--- src/include/tbm_regs.svh ---
/*
  Register offsets, field positions and reset values of the two-wire bus master.
  Assumes byte addresses on an 8-bit APB address, one 32-bit word per register.
*/
`ifndef TBM_REGS_SVH
`define TBM_REGS_SVH

`define TBM_OFF_CTRL       8'h00
`define TBM_OFF_CWG        8'h04
`define TBM_OFF_CMD        8'h08
`define TBM_OFF_NCMD       8'h0C
`define TBM_OFF_RHR        8'h10
`define TBM_OFF_THR        8'h14
`define TBM_OFF_SR         8'h18
`define TBM_OFF_IER        8'h1C
`define TBM_OFF_IDR        8'h20
`define TBM_OFF_IMR        8'h24
`define TBM_OFF_SCR        8'h28

`define TBM_CTRL_EN        0
`define TBM_CTRL_SWRST     7

`define TBM_CWG_LOW_LSB    0
`define TBM_CWG_HIGH_LSB   8
`define TBM_CWG_START_STOP_COUNT_LSB 16
`define TBM_CWG_DATA_LSB   24
`define TBM_CWG_EXP_LSB    28

`define TBM_CMD_READ       0
`define TBM_CMD_TARGET_ADDRESS_LSB   1
`define TBM_CMD_START      13
`define TBM_CMD_STOP       14
`define TBM_CMD_VALID      15
`define TBM_CMD_NB_LSB     16

`define TBM_SR_RX_READY_FLAG       0
`define TBM_SR_TX_READY_FLAG       1
`define TBM_SR_CMD_SLOT_READY        2
`define TBM_SR_COMMAND_DONE_FLAG       3
`define TBM_SR_BUS_IDLE_FLAG     4
`define TBM_SR_ADDR_NACK_FLAG        8
`define TBM_SR_DATA_NACK_FLAG        9
`define TBM_SR_ARB_LOST_FLAG      10
`define TBM_SR_W           11

`define TBM_RST_CWG        32'h0000_0000
`define TBM_RST_IMR        11'h000

`endif

--- src/include/tbm_pkg.sv ---
/*
  Types of the two-wire bus master: engine phases, command word, full state.
  Assumes tbm_regs.svh on the include path.
*/
`include "tbm_regs.svh"
package tbm_pkg;

  typedef enum logic [3:0] {
    S_IDLE   = 4'h0,
    S_START  = 4'h1,
    S_STHOLD = 4'h2,
    S_LOW    = 4'h3,
    S_HIGH   = 4'h4,
    S_HOLD   = 4'h5,
    S_RSTAL  = 4'h6,
    S_STOPL  = 4'h7,
    S_STOPH  = 4'h8,
    S_BUF    = 4'h9,
    S_ARBW   = 4'hA
  } tbm_phase_t;

  typedef struct packed {
    logic       valid;
    logic       stop;
    logic       start;
    logic [7:0] byte_count;
    logic [6:0] target_address;
    logic       read;
  } tbm_cmd_t;

  typedef struct packed {
    tbm_phase_t            st;
    logic [8:0]            pre;
    logic [9:0]            cnt;
    logic [3:0]            bitCnt;
    logic [7:0]            sh;
    logic                  addrPh;
    logic                  gotByte;
    logic                  sclOen;
    logic                  sdaOen;
    logic                  sclM;
    logic                  sclS;
    logic                  sdaM;
    logic                  sdaS;
    logic                  sdaP;
    logic                  busy;
    logic                  en;
    logic                  irq;
    logic [31:0]           cwg;
    tbm_cmd_t              cmd;
    tbm_cmd_t              ncmd;
    logic [7:0]            tx_holding_reg;
    logic                  txValid;
    logic [7:0]            rx_holding_reg;
    logic                  rxValid;
    logic                  command_done_flag;
    logic                  addr_nack_flag;
    logic                  data_nack_flag;
    logic                  arbl;
    logic [`TBM_SR_W-1:0]  imr;
    logic [31:0]           prdata;
  } tbm_state_t;

endpackage : tbm_pkg

--- src/verilog/tbm_two_wire_master.sv ---
/*
  Two-wire bus master: APB register file, command engine, bit timing and
  open-drain line control, with DMA requests and one interrupt line.
  Assumes external pull-ups on both lines; the surrounding pad logic turns
  each output enable into a wired-AND line.
*/
// Notes on behaviour
// - Lines only pulled low or released
// - Eight-bit bytes, MSB first, then acknowledge
// - START and STOP change data while clock high
// - Prescaled tick is clock over 2^(exp+1)
// - Low, high, start/stop, data counts time bus
// - Clock low lasts hold plus setup plus low
// - Counters start on the sensed clock level
// - Report bus free and command slot ready
// - No new transfer while error flags set
// - After NACK send STOP, keep command valid
// - Pending transmit byte goes out next transfer
// - Idle bus, start, write: START and address
// - Address ninth pulse sampled; set address NACK
// - Transmit waits for holding data, then counts down
// - Zero-byte start/stop command: START, address, STOP
// - Data ack sampled; set data NACK flag
// - Ready flags drive the DMA requests
// - Command done flag when a command finishes
// - Idle bus, start, read: START and address
// - Receive waits for empty holding register
// - Acknowledge every received byte except last
// - Lost arbitration: release, flag, wait for STOP
// - Busy bus: wait for STOP before START
`timescale 1ns/1ps
`include "tbm_regs.svh"
module tbm_two_wire_master
  import tbm_pkg::*;
(
  // Clock and reset
  input  wire logic        ref_clk,
  input  wire logic        reset_n,
  // APB slave
  input  wire logic        psel,
  input  wire logic        penable,
  input  wire logic        pwrite,
  input  wire logic [7:0]  paddr,
  input  wire logic [31:0] pwdata,
  output logic      [31:0] prdata,
  output logic             pready,
  output logic             pslverr,
  // Serial clock line
  input  wire logic        sclIn,
  output logic             sclOut,
  output logic             sclOen,
  // Serial data line
  input  wire logic        sdaIn,
  output logic             sdaOut,
  output logic             sdaOen,
  // DMA handshake and interrupt
  output logic             dmaTxReq,
  output logic             dmaRxReq,
  output logic             irq
);

  ////////////////////////////////////////////////////////////////////////////
  // Encoding and decoding helpers

  function automatic tbm_cmd_t cmdDecode(input logic [31:0] w);
    tbm_cmd_t c;
    c.read   = w[`TBM_CMD_READ];
    c.target_address   = w[`TBM_CMD_TARGET_ADDRESS_LSB +: 7];
    c.start  = w[`TBM_CMD_START];
    c.stop   = w[`TBM_CMD_STOP];
    c.valid  = w[`TBM_CMD_VALID];
    c.byte_count = w[`TBM_CMD_NB_LSB +: 8];
    return c;
  endfunction : cmdDecode

  function automatic logic [31:0] cmdEncode(input tbm_cmd_t c);
    logic [31:0] w;
    w = 32'h0000_0000;
    w[`TBM_CMD_READ]            = c.read;
    w[`TBM_CMD_TARGET_ADDRESS_LSB +: 7]   = c.target_address;
    w[`TBM_CMD_START]           = c.start;
    w[`TBM_CMD_STOP]            = c.stop;
    w[`TBM_CMD_VALID]           = c.valid;
    w[`TBM_CMD_NB_LSB +: 8]     = c.byte_count;
    return w;
  endfunction : cmdEncode

  function automatic logic regKnown(input logic [7:0] a);
    case (a)
      `TBM_OFF_CTRL, `TBM_OFF_CWG, `TBM_OFF_CMD, `TBM_OFF_NCMD,
      `TBM_OFF_RHR, `TBM_OFF_THR, `TBM_OFF_SR, `TBM_OFF_IER,
      `TBM_OFF_IDR, `TBM_OFF_IMR, `TBM_OFF_SCR: return 1'b1;
      default: return 1'b0;
    endcase
  endfunction : regKnown

  ////////////////////////////////////////////////////////////////////////////
  // State and derived values

  tbm_state_t           r_ff;
  tbm_state_t           nxt_r;
  logic [8:0]           preLim;
  logic                 tick;
  logic [9:0]           dataT;
  logic [9:0]           lowT;
  logic [9:0]           highT;
  logic [9:0]           stastoT;
  logic [9:0]           lowEnd;
  logic                 txMode;
  logic                 lastRx;
  logic                 bitVal;
  logic                 errs;
  logic                 startDet;
  logic                 stopDet;
  logic                 wrEn;
  logic                 rdEn;
  logic [`TBM_SR_W-1:0] status;
  logic [31:0]          rdMux;

  assign preLim  = (9'h002 << r_ff.cwg[`TBM_CWG_EXP_LSB +: 3]) - 9'h001;
  assign tick    = (r_ff.pre == preLim);
  assign dataT   = {6'h00, r_ff.cwg[`TBM_CWG_DATA_LSB +: 4]};
  assign lowT    = {2'b00, r_ff.cwg[`TBM_CWG_LOW_LSB +: 8]};
  assign highT   = {2'b00, r_ff.cwg[`TBM_CWG_HIGH_LSB +: 8]};
  assign stastoT = {2'b00, r_ff.cwg[`TBM_CWG_START_STOP_COUNT_LSB +: 8]};
  assign lowEnd  = (dataT << 1) + lowT;
  assign txMode  = r_ff.addrPh | ~r_ff.cmd.read;
  assign lastRx  = (r_ff.cmd.byte_count == 8'h01);
  assign errs    = r_ff.addr_nack_flag | r_ff.data_nack_flag | r_ff.arbl;
  assign startDet = r_ff.sclS & r_ff.sdaP & ~r_ff.sdaS;
  assign stopDet  = r_ff.sclS & ~r_ff.sdaP & r_ff.sdaS;
  assign wrEn    = psel & penable & pwrite;
  assign rdEn    = psel & penable & ~pwrite;

  // Level to put on the data line in the low half of the current bit
  always_comb begin
    if (r_ff.bitCnt != 4'h8) begin
      bitVal = txMode ? r_ff.sh[7] : 1'b1;
    end else begin
      bitVal = txMode ? 1'b1 : lastRx;
    end
  end

  always_comb begin
    status = '0;
    status[`TBM_SR_RX_READY_FLAG]   = r_ff.rxValid;
    status[`TBM_SR_TX_READY_FLAG]   = ~r_ff.txValid;
    status[`TBM_SR_CMD_SLOT_READY]    = ~r_ff.cmd.valid | ~r_ff.ncmd.valid;
    status[`TBM_SR_COMMAND_DONE_FLAG]   = r_ff.command_done_flag;
    status[`TBM_SR_BUS_IDLE_FLAG] = ~r_ff.busy;
    status[`TBM_SR_ADDR_NACK_FLAG]    = r_ff.addr_nack_flag;
    status[`TBM_SR_DATA_NACK_FLAG]    = r_ff.data_nack_flag;
    status[`TBM_SR_ARB_LOST_FLAG]  = r_ff.arbl;
  end

  always_comb begin
    rdMux = 32'h0000_0000;
    case (paddr)
      `TBM_OFF_CTRL: rdMux[`TBM_CTRL_EN] = r_ff.en;
      `TBM_OFF_CWG:  rdMux = r_ff.cwg;
      `TBM_OFF_CMD:  rdMux = cmdEncode(r_ff.cmd);
      `TBM_OFF_NCMD: rdMux = cmdEncode(r_ff.ncmd);
      `TBM_OFF_RHR:  rdMux[7:0] = r_ff.rx_holding_reg;
      `TBM_OFF_SR:   rdMux[`TBM_SR_W-1:0] = status;
      `TBM_OFF_IMR:  rdMux[`TBM_SR_W-1:0] = r_ff.imr;
      default:       rdMux = 32'h0000_0000;
    endcase
  end

  ////////////////////////////////////////////////////////////////////////////
  // Next state

  always_comb begin
    nxt_r = r_ff;
    nxt_r.sclM = sclIn;
    nxt_r.sclS = r_ff.sclM;
    nxt_r.sdaM = sdaIn;
    nxt_r.sdaS = r_ff.sdaM;
    nxt_r.sdaP = r_ff.sdaS;
    nxt_r.pre  = tick ? 9'h000 : r_ff.pre + 9'h001;
    if (startDet) begin
      nxt_r.busy = 1'b1;
    end
    if (stopDet) begin
      nxt_r.busy = 1'b0;
    end

    // Software clears first, so a hardware set in the same cycle wins
    if (rdEn && paddr == `TBM_OFF_RHR) begin
      nxt_r.rxValid = 1'b0;
    end
    if (wrEn && paddr == `TBM_OFF_SCR) begin
      if (pwdata[`TBM_SR_COMMAND_DONE_FLAG]) nxt_r.command_done_flag = 1'b0;
      if (pwdata[`TBM_SR_ADDR_NACK_FLAG]) nxt_r.addr_nack_flag = 1'b0;
      if (pwdata[`TBM_SR_DATA_NACK_FLAG]) nxt_r.data_nack_flag = 1'b0;
      if (pwdata[`TBM_SR_ARB_LOST_FLAG]) nxt_r.arbl = 1'b0;
    end
    if (wrEn && paddr == `TBM_OFF_IER) begin
      nxt_r.imr = r_ff.imr | pwdata[`TBM_SR_W-1:0];
    end
    if (wrEn && paddr == `TBM_OFF_IDR) begin
      nxt_r.imr = r_ff.imr & ~pwdata[`TBM_SR_W-1:0];
    end
    if (wrEn && paddr == `TBM_OFF_CWG) begin
      nxt_r.cwg = pwdata;
    end
    if (wrEn && paddr == `TBM_OFF_CTRL) begin
      nxt_r.en = pwdata[`TBM_CTRL_EN];
    end

    case (r_ff.st)
      S_IDLE: begin
        nxt_r.sclOen = 1'b1;
        nxt_r.sdaOen = 1'b1;
        if (r_ff.en && r_ff.cmd.valid && r_ff.cmd.start && !errs && !r_ff.busy) begin
          nxt_r.sh     = {r_ff.cmd.target_address, r_ff.cmd.read};
          nxt_r.addrPh = 1'b1;
          nxt_r.cnt    = '0;
          nxt_r.st     = S_START;
        end
      end
      S_START: begin
        nxt_r.sclOen = 1'b1;
        nxt_r.sdaOen = 1'b1;
        if (r_ff.sclS && r_ff.sdaS && tick) begin
          if (r_ff.cnt == stastoT) begin
            nxt_r.sdaOen = 1'b0;
            nxt_r.cnt    = '0;
            nxt_r.st     = S_STHOLD;
          end else begin
            nxt_r.cnt = r_ff.cnt + 10'h001;
          end
        end
      end
      S_STHOLD: begin
        if (tick) begin
          if (r_ff.cnt == stastoT) begin
            nxt_r.sclOen = 1'b0;
            nxt_r.cnt    = '0;
            nxt_r.bitCnt = 4'h0;
            nxt_r.st     = S_LOW;
          end else begin
            nxt_r.cnt = r_ff.cnt + 10'h001;
          end
        end
      end
      S_LOW: begin
        nxt_r.sclOen = 1'b0;
        if (!r_ff.addrPh && r_ff.bitCnt == 4'h0 && !r_ff.gotByte) begin
          // Clock held low until the holding registers allow the byte
          if (!r_ff.cmd.read && r_ff.txValid) begin
            nxt_r.sh      = r_ff.tx_holding_reg;
            nxt_r.txValid = 1'b0;
            nxt_r.gotByte = 1'b1;
          end else if (r_ff.cmd.read && !r_ff.rxValid) begin
            nxt_r.gotByte = 1'b1;
          end
        end else if (!r_ff.sclS && tick) begin
          if (r_ff.cnt == dataT) begin
            nxt_r.sdaOen = bitVal;
          end
          if (r_ff.cnt == lowEnd) begin
            nxt_r.sclOen = 1'b1;
            nxt_r.cnt    = '0;
            nxt_r.st     = S_HIGH;
          end else begin
            nxt_r.cnt = r_ff.cnt + 10'h001;
          end
        end
      end
      S_HIGH: begin
        nxt_r.sclOen = 1'b1;
        if (r_ff.sclS) begin
          if (txMode && r_ff.bitCnt != 4'h8 && r_ff.sdaOen && !r_ff.sdaS) begin
            nxt_r.arbl   = 1'b1;
            nxt_r.sdaOen = 1'b1;
            nxt_r.st     = S_ARBW;
          end else if (tick) begin
            if (r_ff.cnt != highT) begin
              nxt_r.cnt = r_ff.cnt + 10'h001;
            end else begin
              nxt_r.cnt = '0;
              nxt_r.st  = S_LOW;
              if (r_ff.bitCnt != 4'h8) begin
                nxt_r.sh     = {r_ff.sh[6:0], r_ff.sdaS};
                nxt_r.bitCnt = r_ff.bitCnt + 4'h1;
              end else begin
                nxt_r.bitCnt  = 4'h0;
                nxt_r.gotByte = 1'b0;
                if (txMode && r_ff.sdaS) begin
                  if (r_ff.addrPh) begin
                    nxt_r.addr_nack_flag = 1'b1;
                  end else begin
                    nxt_r.data_nack_flag = 1'b1;
                  end
                  nxt_r.st = S_STOPL;
                end else begin
                  nxt_r.addrPh = 1'b0;
                  if (!r_ff.addrPh) begin
                    nxt_r.cmd.byte_count = r_ff.cmd.byte_count - 8'h01;
                    if (r_ff.cmd.read) begin
                      nxt_r.rx_holding_reg     = r_ff.sh;
                      nxt_r.rxValid = 1'b1;
                    end
                  end
                  if (r_ff.addrPh ? (r_ff.cmd.byte_count == 8'h00) : lastRx) begin
                    nxt_r.command_done_flag     = 1'b1;
                    nxt_r.cmd.valid = 1'b0;
                    nxt_r.st        = r_ff.cmd.stop ? S_STOPL : S_HOLD;
                  end
                end
              end
            end
          end
        end
      end
      S_HOLD: begin
        nxt_r.sclOen = 1'b0;
        if (r_ff.cmd.valid && !errs) begin
          if (r_ff.cmd.start) begin
            nxt_r.cnt = '0;
            nxt_r.st  = S_RSTAL;
          end else if (r_ff.cmd.byte_count == 8'h00) begin
            nxt_r.command_done_flag     = 1'b1;
            nxt_r.cmd.valid = 1'b0;
            nxt_r.st        = r_ff.cmd.stop ? S_STOPL : S_HOLD;
          end else begin
            nxt_r.st = S_LOW;
          end
        end
      end
      S_RSTAL: begin
        nxt_r.sclOen = 1'b0;
        if (!r_ff.sclS && tick) begin
          if (r_ff.cnt == dataT) begin
            nxt_r.sdaOen = 1'b1;
          end
          if (r_ff.cnt == lowEnd) begin
            nxt_r.sclOen = 1'b1;
            nxt_r.sh     = {r_ff.cmd.target_address, r_ff.cmd.read};
            nxt_r.addrPh = 1'b1;
            nxt_r.cnt    = '0;
            nxt_r.st     = S_START;
          end else begin
            nxt_r.cnt = r_ff.cnt + 10'h001;
          end
        end
      end
      S_STOPL: begin
        nxt_r.sclOen = 1'b0;
        if (!r_ff.sclS && tick) begin
          if (r_ff.cnt == dataT) begin
            nxt_r.sdaOen = 1'b0;
          end
          if (r_ff.cnt == lowEnd) begin
            nxt_r.sclOen = 1'b1;
            nxt_r.cnt    = '0;
            nxt_r.st     = S_STOPH;
          end else begin
            nxt_r.cnt = r_ff.cnt + 10'h001;
          end
        end
      end
      S_STOPH: begin
        nxt_r.sclOen = 1'b1;
        if (r_ff.sclS && tick) begin
          if (r_ff.cnt == stastoT) begin
            nxt_r.sdaOen = 1'b1;
            nxt_r.cnt    = '0;
            nxt_r.st     = S_BUF;
          end else begin
            nxt_r.cnt = r_ff.cnt + 10'h001;
          end
        end
      end
      S_BUF: begin
        if (tick) begin
          if (r_ff.cnt == lowT) begin
            nxt_r.cnt = '0;
            nxt_r.st  = S_IDLE;
          end else begin
            nxt_r.cnt = r_ff.cnt + 10'h001;
          end
        end
      end
      S_ARBW: begin
        nxt_r.sclOen = 1'b1;
        nxt_r.sdaOen = 1'b1;
        if (!r_ff.busy) begin
          nxt_r.addrPh  = 1'b0;
          nxt_r.bitCnt  = 4'h0;
          nxt_r.gotByte = 1'b0;
          nxt_r.st      = S_IDLE;
        end
      end
      default: begin
        nxt_r.st = S_IDLE;
      end
    endcase

    // Software writes that the engine must not overwrite in the same cycle
    if (wrEn && paddr == `TBM_OFF_THR) begin
      nxt_r.tx_holding_reg     = pwdata[7:0];
      nxt_r.txValid = 1'b1;
    end
    if (wrEn && paddr == `TBM_OFF_CMD) begin
      nxt_r.cmd = cmdDecode(pwdata);
    end
    if (wrEn && paddr == `TBM_OFF_NCMD) begin
      nxt_r.ncmd = cmdDecode(pwdata);
    end
    if (!nxt_r.cmd.valid && nxt_r.ncmd.valid) begin
      nxt_r.cmd        = nxt_r.ncmd;
      nxt_r.ncmd.valid = 1'b0;
    end

    if (psel && !penable) begin
      nxt_r.prdata = rdMux;
    end
    nxt_r.irq = |(status & r_ff.imr);

    if (wrEn && paddr == `TBM_OFF_CTRL && pwdata[`TBM_CTRL_SWRST]) begin
      nxt_r.st      = S_IDLE;
      nxt_r.cnt     = '0;
      nxt_r.bitCnt  = 4'h0;
      nxt_r.addrPh  = 1'b0;
      nxt_r.gotByte = 1'b0;
      nxt_r.sclOen  = 1'b1;
      nxt_r.sdaOen  = 1'b1;
      nxt_r.cmd     = '0;
      nxt_r.ncmd    = '0;
      nxt_r.txValid = 1'b0;
      nxt_r.rxValid = 1'b0;
      nxt_r.command_done_flag   = 1'b0;
      nxt_r.addr_nack_flag    = 1'b0;
      nxt_r.data_nack_flag    = 1'b0;
      nxt_r.arbl    = 1'b0;
      nxt_r.busy    = 1'b0;
    end
  end

  always_ff @(posedge ref_clk) begin
    if (!reset_n) begin
      r_ff        <= '0;
      r_ff.st     <= S_IDLE;
      r_ff.sclOen <= 1'b1;
      r_ff.sdaOen <= 1'b1;
      r_ff.sclM   <= 1'b1;
      r_ff.sclS   <= 1'b1;
      r_ff.sdaM   <= 1'b1;
      r_ff.sdaS   <= 1'b1;
      r_ff.sdaP   <= 1'b1;
      r_ff.cwg    <= `TBM_RST_CWG;
      r_ff.imr    <= `TBM_RST_IMR;
    end else begin
      r_ff <= nxt_r;
    end
  end

  ////////////////////////////////////////////////////////////////////////////
  // Outputs

  assign prdata   = r_ff.prdata;
  assign pready   = 1'b1;
  assign pslverr  = psel & penable & ~regKnown(paddr);
  assign sclOut   = 1'b0;
  assign sdaOut   = 1'b0;
  assign sclOen   = r_ff.sclOen;
  assign sdaOen   = r_ff.sdaOen;
  assign dmaTxReq = ~r_ff.txValid;
  assign dmaRxReq = r_ff.rxValid;
  assign irq      = r_ff.irq;

endmodule : tbm_two_wire_master

--- config.mk ---
export PLATFORM = sky130hd
export DESIGN_NAME = tbm_two_wire_master
export DESIGN_NICKNAME = d
export VERILOG_FILES = /design/src/include/tbm_pkg.sv /design/src/verilog/tbm_two_wire_master.sv
export VERILOG_INCLUDE_DIRS = /design/src /design/src/include
export SDC_FILE = /design/constraint.sdc
export NUM_CORES = 1
export LEC_CHECK = 0
export BUFFER_PORTS_ARGS = -buffer_cell sky130_fd_sc_hd__buf_2
export CAP_MARGIN = 0
export CORE_MARGIN = 2
export CORE_UTILIZATION = 32
export DETAILED_ROUTE_END_ITERATION = 8
export HOLD_SLACK_MARGIN = 0.05
export SKIP_CTS_REPAIR_TIMING = 1
export SLEW_MARGIN = 40
export SYNTH_ARGS = -nofsm -noshare
export SYNTH_HDL_FRONTEND = slang
export SYNTH_SLANG_ARGS = --single-unit
--- constraint.sdc ---
create_clock -name ref_clk -period 3 [get_ports ref_clk]
set_clock_uncertainty 0.15 [all_clocks]
set_input_delay 0.6 -clock ref_clk [delete_from_list [all_inputs] [get_ports ref_clk]]
set_output_delay 0.6 -clock ref_clk [all_outputs]
set_load 0.05 [all_outputs]
==> flow_summary.html <==
<table>
<tr><th>Metric</th><th>Value</th></tr>
<tr><th colspan="2">Worst setup path</th></tr>
<tr><td>FF-to-FF End</td><td>r_ff[154]</td></tr>
<tr><td>Cell with the biggest individual delay on the critical path</td><td>fa_2</td></tr>
<tr><td>Critical path required time</td><td>~3.2 ns</td></tr>
<tr><td>R2R cell count</td><td>12</td></tr>
<tr><td>Delay of the slowest cell on the worst path</td><td>between 0.4 and 0.5 ns</td></tr>
<tr><td>Critical Path End Type</td><td>register</td></tr>
<tr><td>Startpoint types</td><td>register</td></tr>
<tr><td>CP arrival</td><td>about 3 ns</td></tr>
<tr><td>Critical path start-end classification</td><td>register to register</td></tr>
<tr><td>Launch instance of the worst register-to-register path</td><td>dataT[0]</td></tr>
<tr><td>Crit-path cells</td><td>ha_1 &gt; fa_2 &gt; xor2_1 &gt; nor4_2 &gt; nand4b_1 &gt; a21oi_2 &gt; o21ai_2 &gt; a221oi_4 &gt; buf_6 &gt; clkbuf_16 &gt; nand4_1 &gt; nor3b_2</td></tr>
<tr><td>Register-to-register setup slack</td><td>0.14 ns</td></tr>
<tr><td>Maximum net fanout on the critical path</td><td>4</td></tr>
<tr><th colspan="2">STA</th></tr>
<tr><td>Worst slew slack as a fraction of its limit</td><td>0.4588</td></tr>
<tr><td>Setup violation total in the final timing report</td><td>0</td></tr>
<tr><td>Slew at the pin closest to its max-slew limit</td><td>approximately 0.81 ns</td></tr>
<tr><td>Ratio of final minimum period to clock period</td><td>0.9537</td></tr>
<tr><td>Clock period minus final worst setup slack</td><td>between 2 and 3 ns</td></tr>
<tr><td>Fmax</td><td>349.5 MHz</td></tr>
<tr><td>Worst hold margin</td><td>roughly 0.21 ns</td></tr>
<tr><td>RSZ-0062 raised after global routing</td><td>yes</td></tr>
<tr><td>Number of failing hold endpoints at the final stage</td><td>0</td></tr>
<tr><td>Final slew viol count</td><td>0</td></tr>
<tr><th colspan="2">Global route</th></tr>
<tr><td>Global-route wire length before repair</td><td>between 50000 and 60000 um</td></tr>
<tr><td>Number of global-route vias before repair</td><td>9099</td></tr>
<tr><td>Antenna violations before repair</td><td>0</td></tr>
<tr><td>Maximum number of pins on one net before global-route repair</td><td>100</td></tr>
<tr><td>Overall Global Routing Usage</td><td>0.2030</td></tr>
<tr><td>Grt ovf</td><td>0</td></tr>
<tr><th colspan="2">Yosys</th></tr>
<tr><td>Dominant combinational cell family by area after synthesis</td><td>simple AND/OR/NAND/NOR gates</td></tr>
<tr><td>Number of cells produced by synthesis</td><td>around 1300</td></tr>
<tr><td>Area share of the largest cell type after synthesis</td><td>0.3641</td></tr>
<tr><td>Area share of fa/ha/maj cells after synthesis</td><td>0.01451</td></tr>
<tr><td>Xor and xnor area share after synthesis</td><td>0.04202</td></tr>
<tr><td>Fraction of the mapped netlist area in simple logic gates</td><td>0.2523</td></tr>
<tr><td>Leading cell types by total area after synthesis</td><td>dfxtp_1 36%, a21oi_1 8.1%, nand2_1 7.6%</td></tr>
<tr><td>Cell type with the highest aggregate area in the netlist</td><td>dfxtp_1</td></tr>
<tr><td>Part of the Yosys area used for sequential elements</td><td>0.3641</td></tr>
<tr><td>Most instantiated cells after synthesis</td><td>202 x nand2_1, 182 x dfxtp_1, 161 x a21oi_1</td></tr>
<tr><td>Avg Synthesized Cell Area</td><td>7.960 um2</td></tr>
<tr><td>EDFF count, synth</td><td>0</td></tr>
<tr><td>Syn. warnings</td><td>0</td></tr>
<tr><td>Synthesized-area fraction occupied by ao, oa, aoi and oai cells</td><td>0.2275</td></tr>
<tr><td>Cell area after synthesis</td><td>about 10000 um2</td></tr>
<tr><td>Mux cell area share after synthesis</td><td>0.02401</td></tr>
<tr><td>Distinct cells, synth</td><td>97</td></tr>
<tr><td>Top FF cell, synth</td><td>dfxtp_1</td></tr>
<tr><td>Share of flip-flops with an asynchronous set or reset</td><td>0</td></tr>
<tr><td>Most frequent cell after synthesis</td><td>nand2_1</td></tr>
<tr><td>Synthesis-stage register bit count</td><td>182</td></tr>
<tr><th colspan="2">Final layout</th></tr>
<tr><td>Diode count</td><td>0</td></tr>
<tr><td>Net count, final</td><td>1389</td></tr>
<tr><td>Number of standard cells in the layout, taps in and fillers out</td><td>1740</td></tr>
<tr><td>Proportion of layout cells with a drive suffix above 1</td><td>0.1949</td></tr>
<tr><td>Area Growth Syn to Fin</td><td>17.03%</td></tr>
<tr><th colspan="2">Power and ir drop</th></tr>
<tr><td>Peak ir drop on the vdd network</td><td>between 300 and 400 uV</td></tr>
<tr><td>NetSw</td><td>0.002050 W</td></tr>
<tr><td>Sw frac</td><td>0.3259</td></tr>
<tr><td>Share of total power in the clock network</td><td>0.355</td></tr>
<tr><td>Proportion of power drawn by combinational gates</td><td>0.236</td></tr>
<tr><td>Power Internal</td><td>about 0.0042 W</td></tr>
<tr><td>Pwr Density</td><td>537.0 nW/um2</td></tr>
<tr><td>Reg power frac</td><td>0.409</td></tr>
<tr><td>Standby leakage power</td><td>around 4.3 nW</td></tr>
<tr><th colspan="2">Floorplanning</th></tr>
<tr><td>Number of top-level pins</td><td>a little under 90</td></tr>
<tr><td>Area of the core</td><td>30670 um2</td></tr>
<tr><td>Starting density of the core</td><td>0.3262</td></tr>
<tr><td>Std cell rows</td><td>64</td></tr>
<tr><td>Die outline width</td><td>approximately 180 um</td></tr>
<tr><td>Die outline height</td><td>~180 um</td></tr>
<tr><td>Overall die area</td><td>approximately 33000 um2</td></tr>
<tr><th colspan="2">Clock tree</th></tr>
<tr><td>Number of buffers on the longest clock path</td><td>2</td></tr>
<tr><td>Deepest level of the CTS H-tree</td><td>4</td></tr>
<tr><td>CTS Root Buffer Type</td><td>clkbuf_16</td></tr>
<tr><td>Skew-Pair Late Insertion Delay</td><td>0.44 ns</td></tr>
<tr><td>Number of buffers inserted during clock tree synthesis</td><td>17</td></tr>
<tr><td>Register clock-pin slew on the reported worst setup and hold paths</td><td>roughly 0.08 ns</td></tr>
<tr><td>Num Clock Sinks</td><td>about 180</td></tr>
<tr><td>TritonCTS clock tree</td><td>done</td></tr>
<tr><th colspan="2">Routing</th></tr>
<tr><td>Final wirelength</td><td>~34000 um</td></tr>
<tr><td>Number of nets with antenna violations after detailed routing</td><td>0</td></tr>
<tr><td>Number of DRC markers after the initial detailed-route iteration</td><td>901</td></tr>
<tr><td>Residual DRC count</td><td>0</td></tr>
<tr><td>Via Count</td><td>slightly below 10000</td></tr>
<tr><td>Drt wl/cell</td><td>19.37 um</td></tr>
<tr><td>Pre-Repair DR Iteration Count</td><td>7</td></tr>
<tr><td>Mean number of vias per cell</td><td>between 5 and 6</td></tr>
<tr><th colspan="2">Hold path</th></tr>
<tr><td>Hold path start</td><td>sdaIn</td></tr>
<tr><td>Min-Delay Path Depth</td><td>2</td></tr>
<tr><td>Worst-case hold path end point</td><td>nxt_r[139]</td></tr>
<tr><td>Worst Hold Class</td><td>primary input to register</td></tr>
<tr><th colspan="2">Placement</th></tr>
<tr><td>GP Congestion</td><td>~0.93</td></tr>
<tr><td>Placed Cells incl. Taps</td><td>between 1500 and 2000</td></tr>
<tr><td>Count of port buffers added during placement</td><td>84</td></tr>
<tr><td>DPL Wire Length</td><td>24730 um</td></tr>
<tr><th colspan="2">Outcome</th></tr>
<tr><td>Result of the run</td><td>finished clean</td></tr>
<tr><th colspan="2">Run</th></tr>
<tr><td>Maximum capacitance violations</td><td>0</td></tr>
</table>
-- power by group through the flow --
stage	clock network, W	registers (W)	logic (W)
global route	0.00239	0.00258	0.00159
floorplan	0	0.00259	0.000901
CTS	0.00229	0.00257	0.00134
finish	0.00223	0.00257	0.00148
detailed placement	0	0.00262	0.00133
global placement	0	0.00262	0.00133
-- routing by layer --
layer,up-vias,track usage,share of wire,routed length (um)
met1,4657,0.2773,0.45,15270
met3,38,0.03628,0.066,2216
li1,4614,-,-,-
met2,355,0.3317,0.47,15680
met4,0,0.04774,0.016,539
met5,-,0,0,0
-- metrics by stage --
stage | total power, W | utilization | worst slack, ns | instance area (um2) | setup TNS, ns
floorplan | 0.003493 | - | 0.1198 | 10010 | 0
global placement | 0.003949 | 0.3597 | 0.05178 | 11030 | 0
detailed placement | 0.003956 | 0.3599 | -0.01944 | 11040 | -0.07270
CTS | 0.006197 | 0.3789 | -0.05392 | 11620 | -0.2704
global route | 0.006554 | 0.3818 | -0.03102 | 11710 | -0.05230
finish | 0.006288 | 0.3818 | 0.1388 | 11710 | 0
-- critical path, delay by kind of cell, from the launching register on --
kind	cells	cell delay [ns]
flip-flops	1	0.34
buffers and inverters	2	0.31
adder cells (fa/ha/maj)	2	0.67
XOR/XNOR	1	0.16
AND/OR/NAND/NOR	4	0.57
AO/OA/AOI/OAI	3	0.55
-- cell families after synthesis --
kind of cell             count (synthesis)
adder cells (fa/ha/maj)                 11
multiplexers                            24
AND/OR/NAND/NOR                        508
buffers and inverters                  140
flip-flops                             182
other                                    2
AO/OA/AOI/OAI                          342
XOR/XNOR                                48
-- how the worst max path moves through the flow --
stage                   start        end  slack (ns)  depth (start not counted)
finish               dataT[0]  r_ff[154]        0.14                         12
global route        r_ff[133]   r_ff[97]       -0.03                          9
CTS                  dataT[0]  r_ff[164]       -0.05                         11
detailed placement   dataT[0]  r_ff[161]       -0.02                         11
global placement     dataT[0]  r_ff[151]        0.05                         11
floorplan            paddr[2]    pslverr        0.12                          7
-- cell usage in the layout (no fill, tap or decap), types with 8 or more instances in the layout --
cell type,n
a22oi_1,23
nor2_1,96
nand2_1,201
xor2_1,23
nor3_1,21
inv_1,13
ha_1,10
nor4_1,9
mux2i_1,24
a222oi_1,11
nand2b_1,23
nand3_1,55
a21oi_1,160
a221oi_1,9
nor2b_1,8
and3_1,13
buf_2,84
xnor2_1,25
nand4_1,15
a211oi_1,15
o21ai_0,27
o31ai_1,16
buf_4,85
dfxtp_1,181
clkbuf_16,19
-- registers in the layout, indices dropped and copies added, names as in the netlist, 3 cells and up, named ones only --
| name | cells |
|---|---|
| lowT | 8 |
| r_ff | 112 |
| highT | 8 |
| nxt_r | 3 |
| dataT | 4 |
| prdata | 32 |
-- final cells by class --
class	instances	area, um2
well taps	396	495.5
clock inverters	15	158.9
multi-input cells	936	5660
fillers	3168	18960
inverters	14	53.80
repair buffers	180	1271
flip-flops and latches	182	3645
clock buffers	17	425.4
Power figures use the tool's default switching activity.
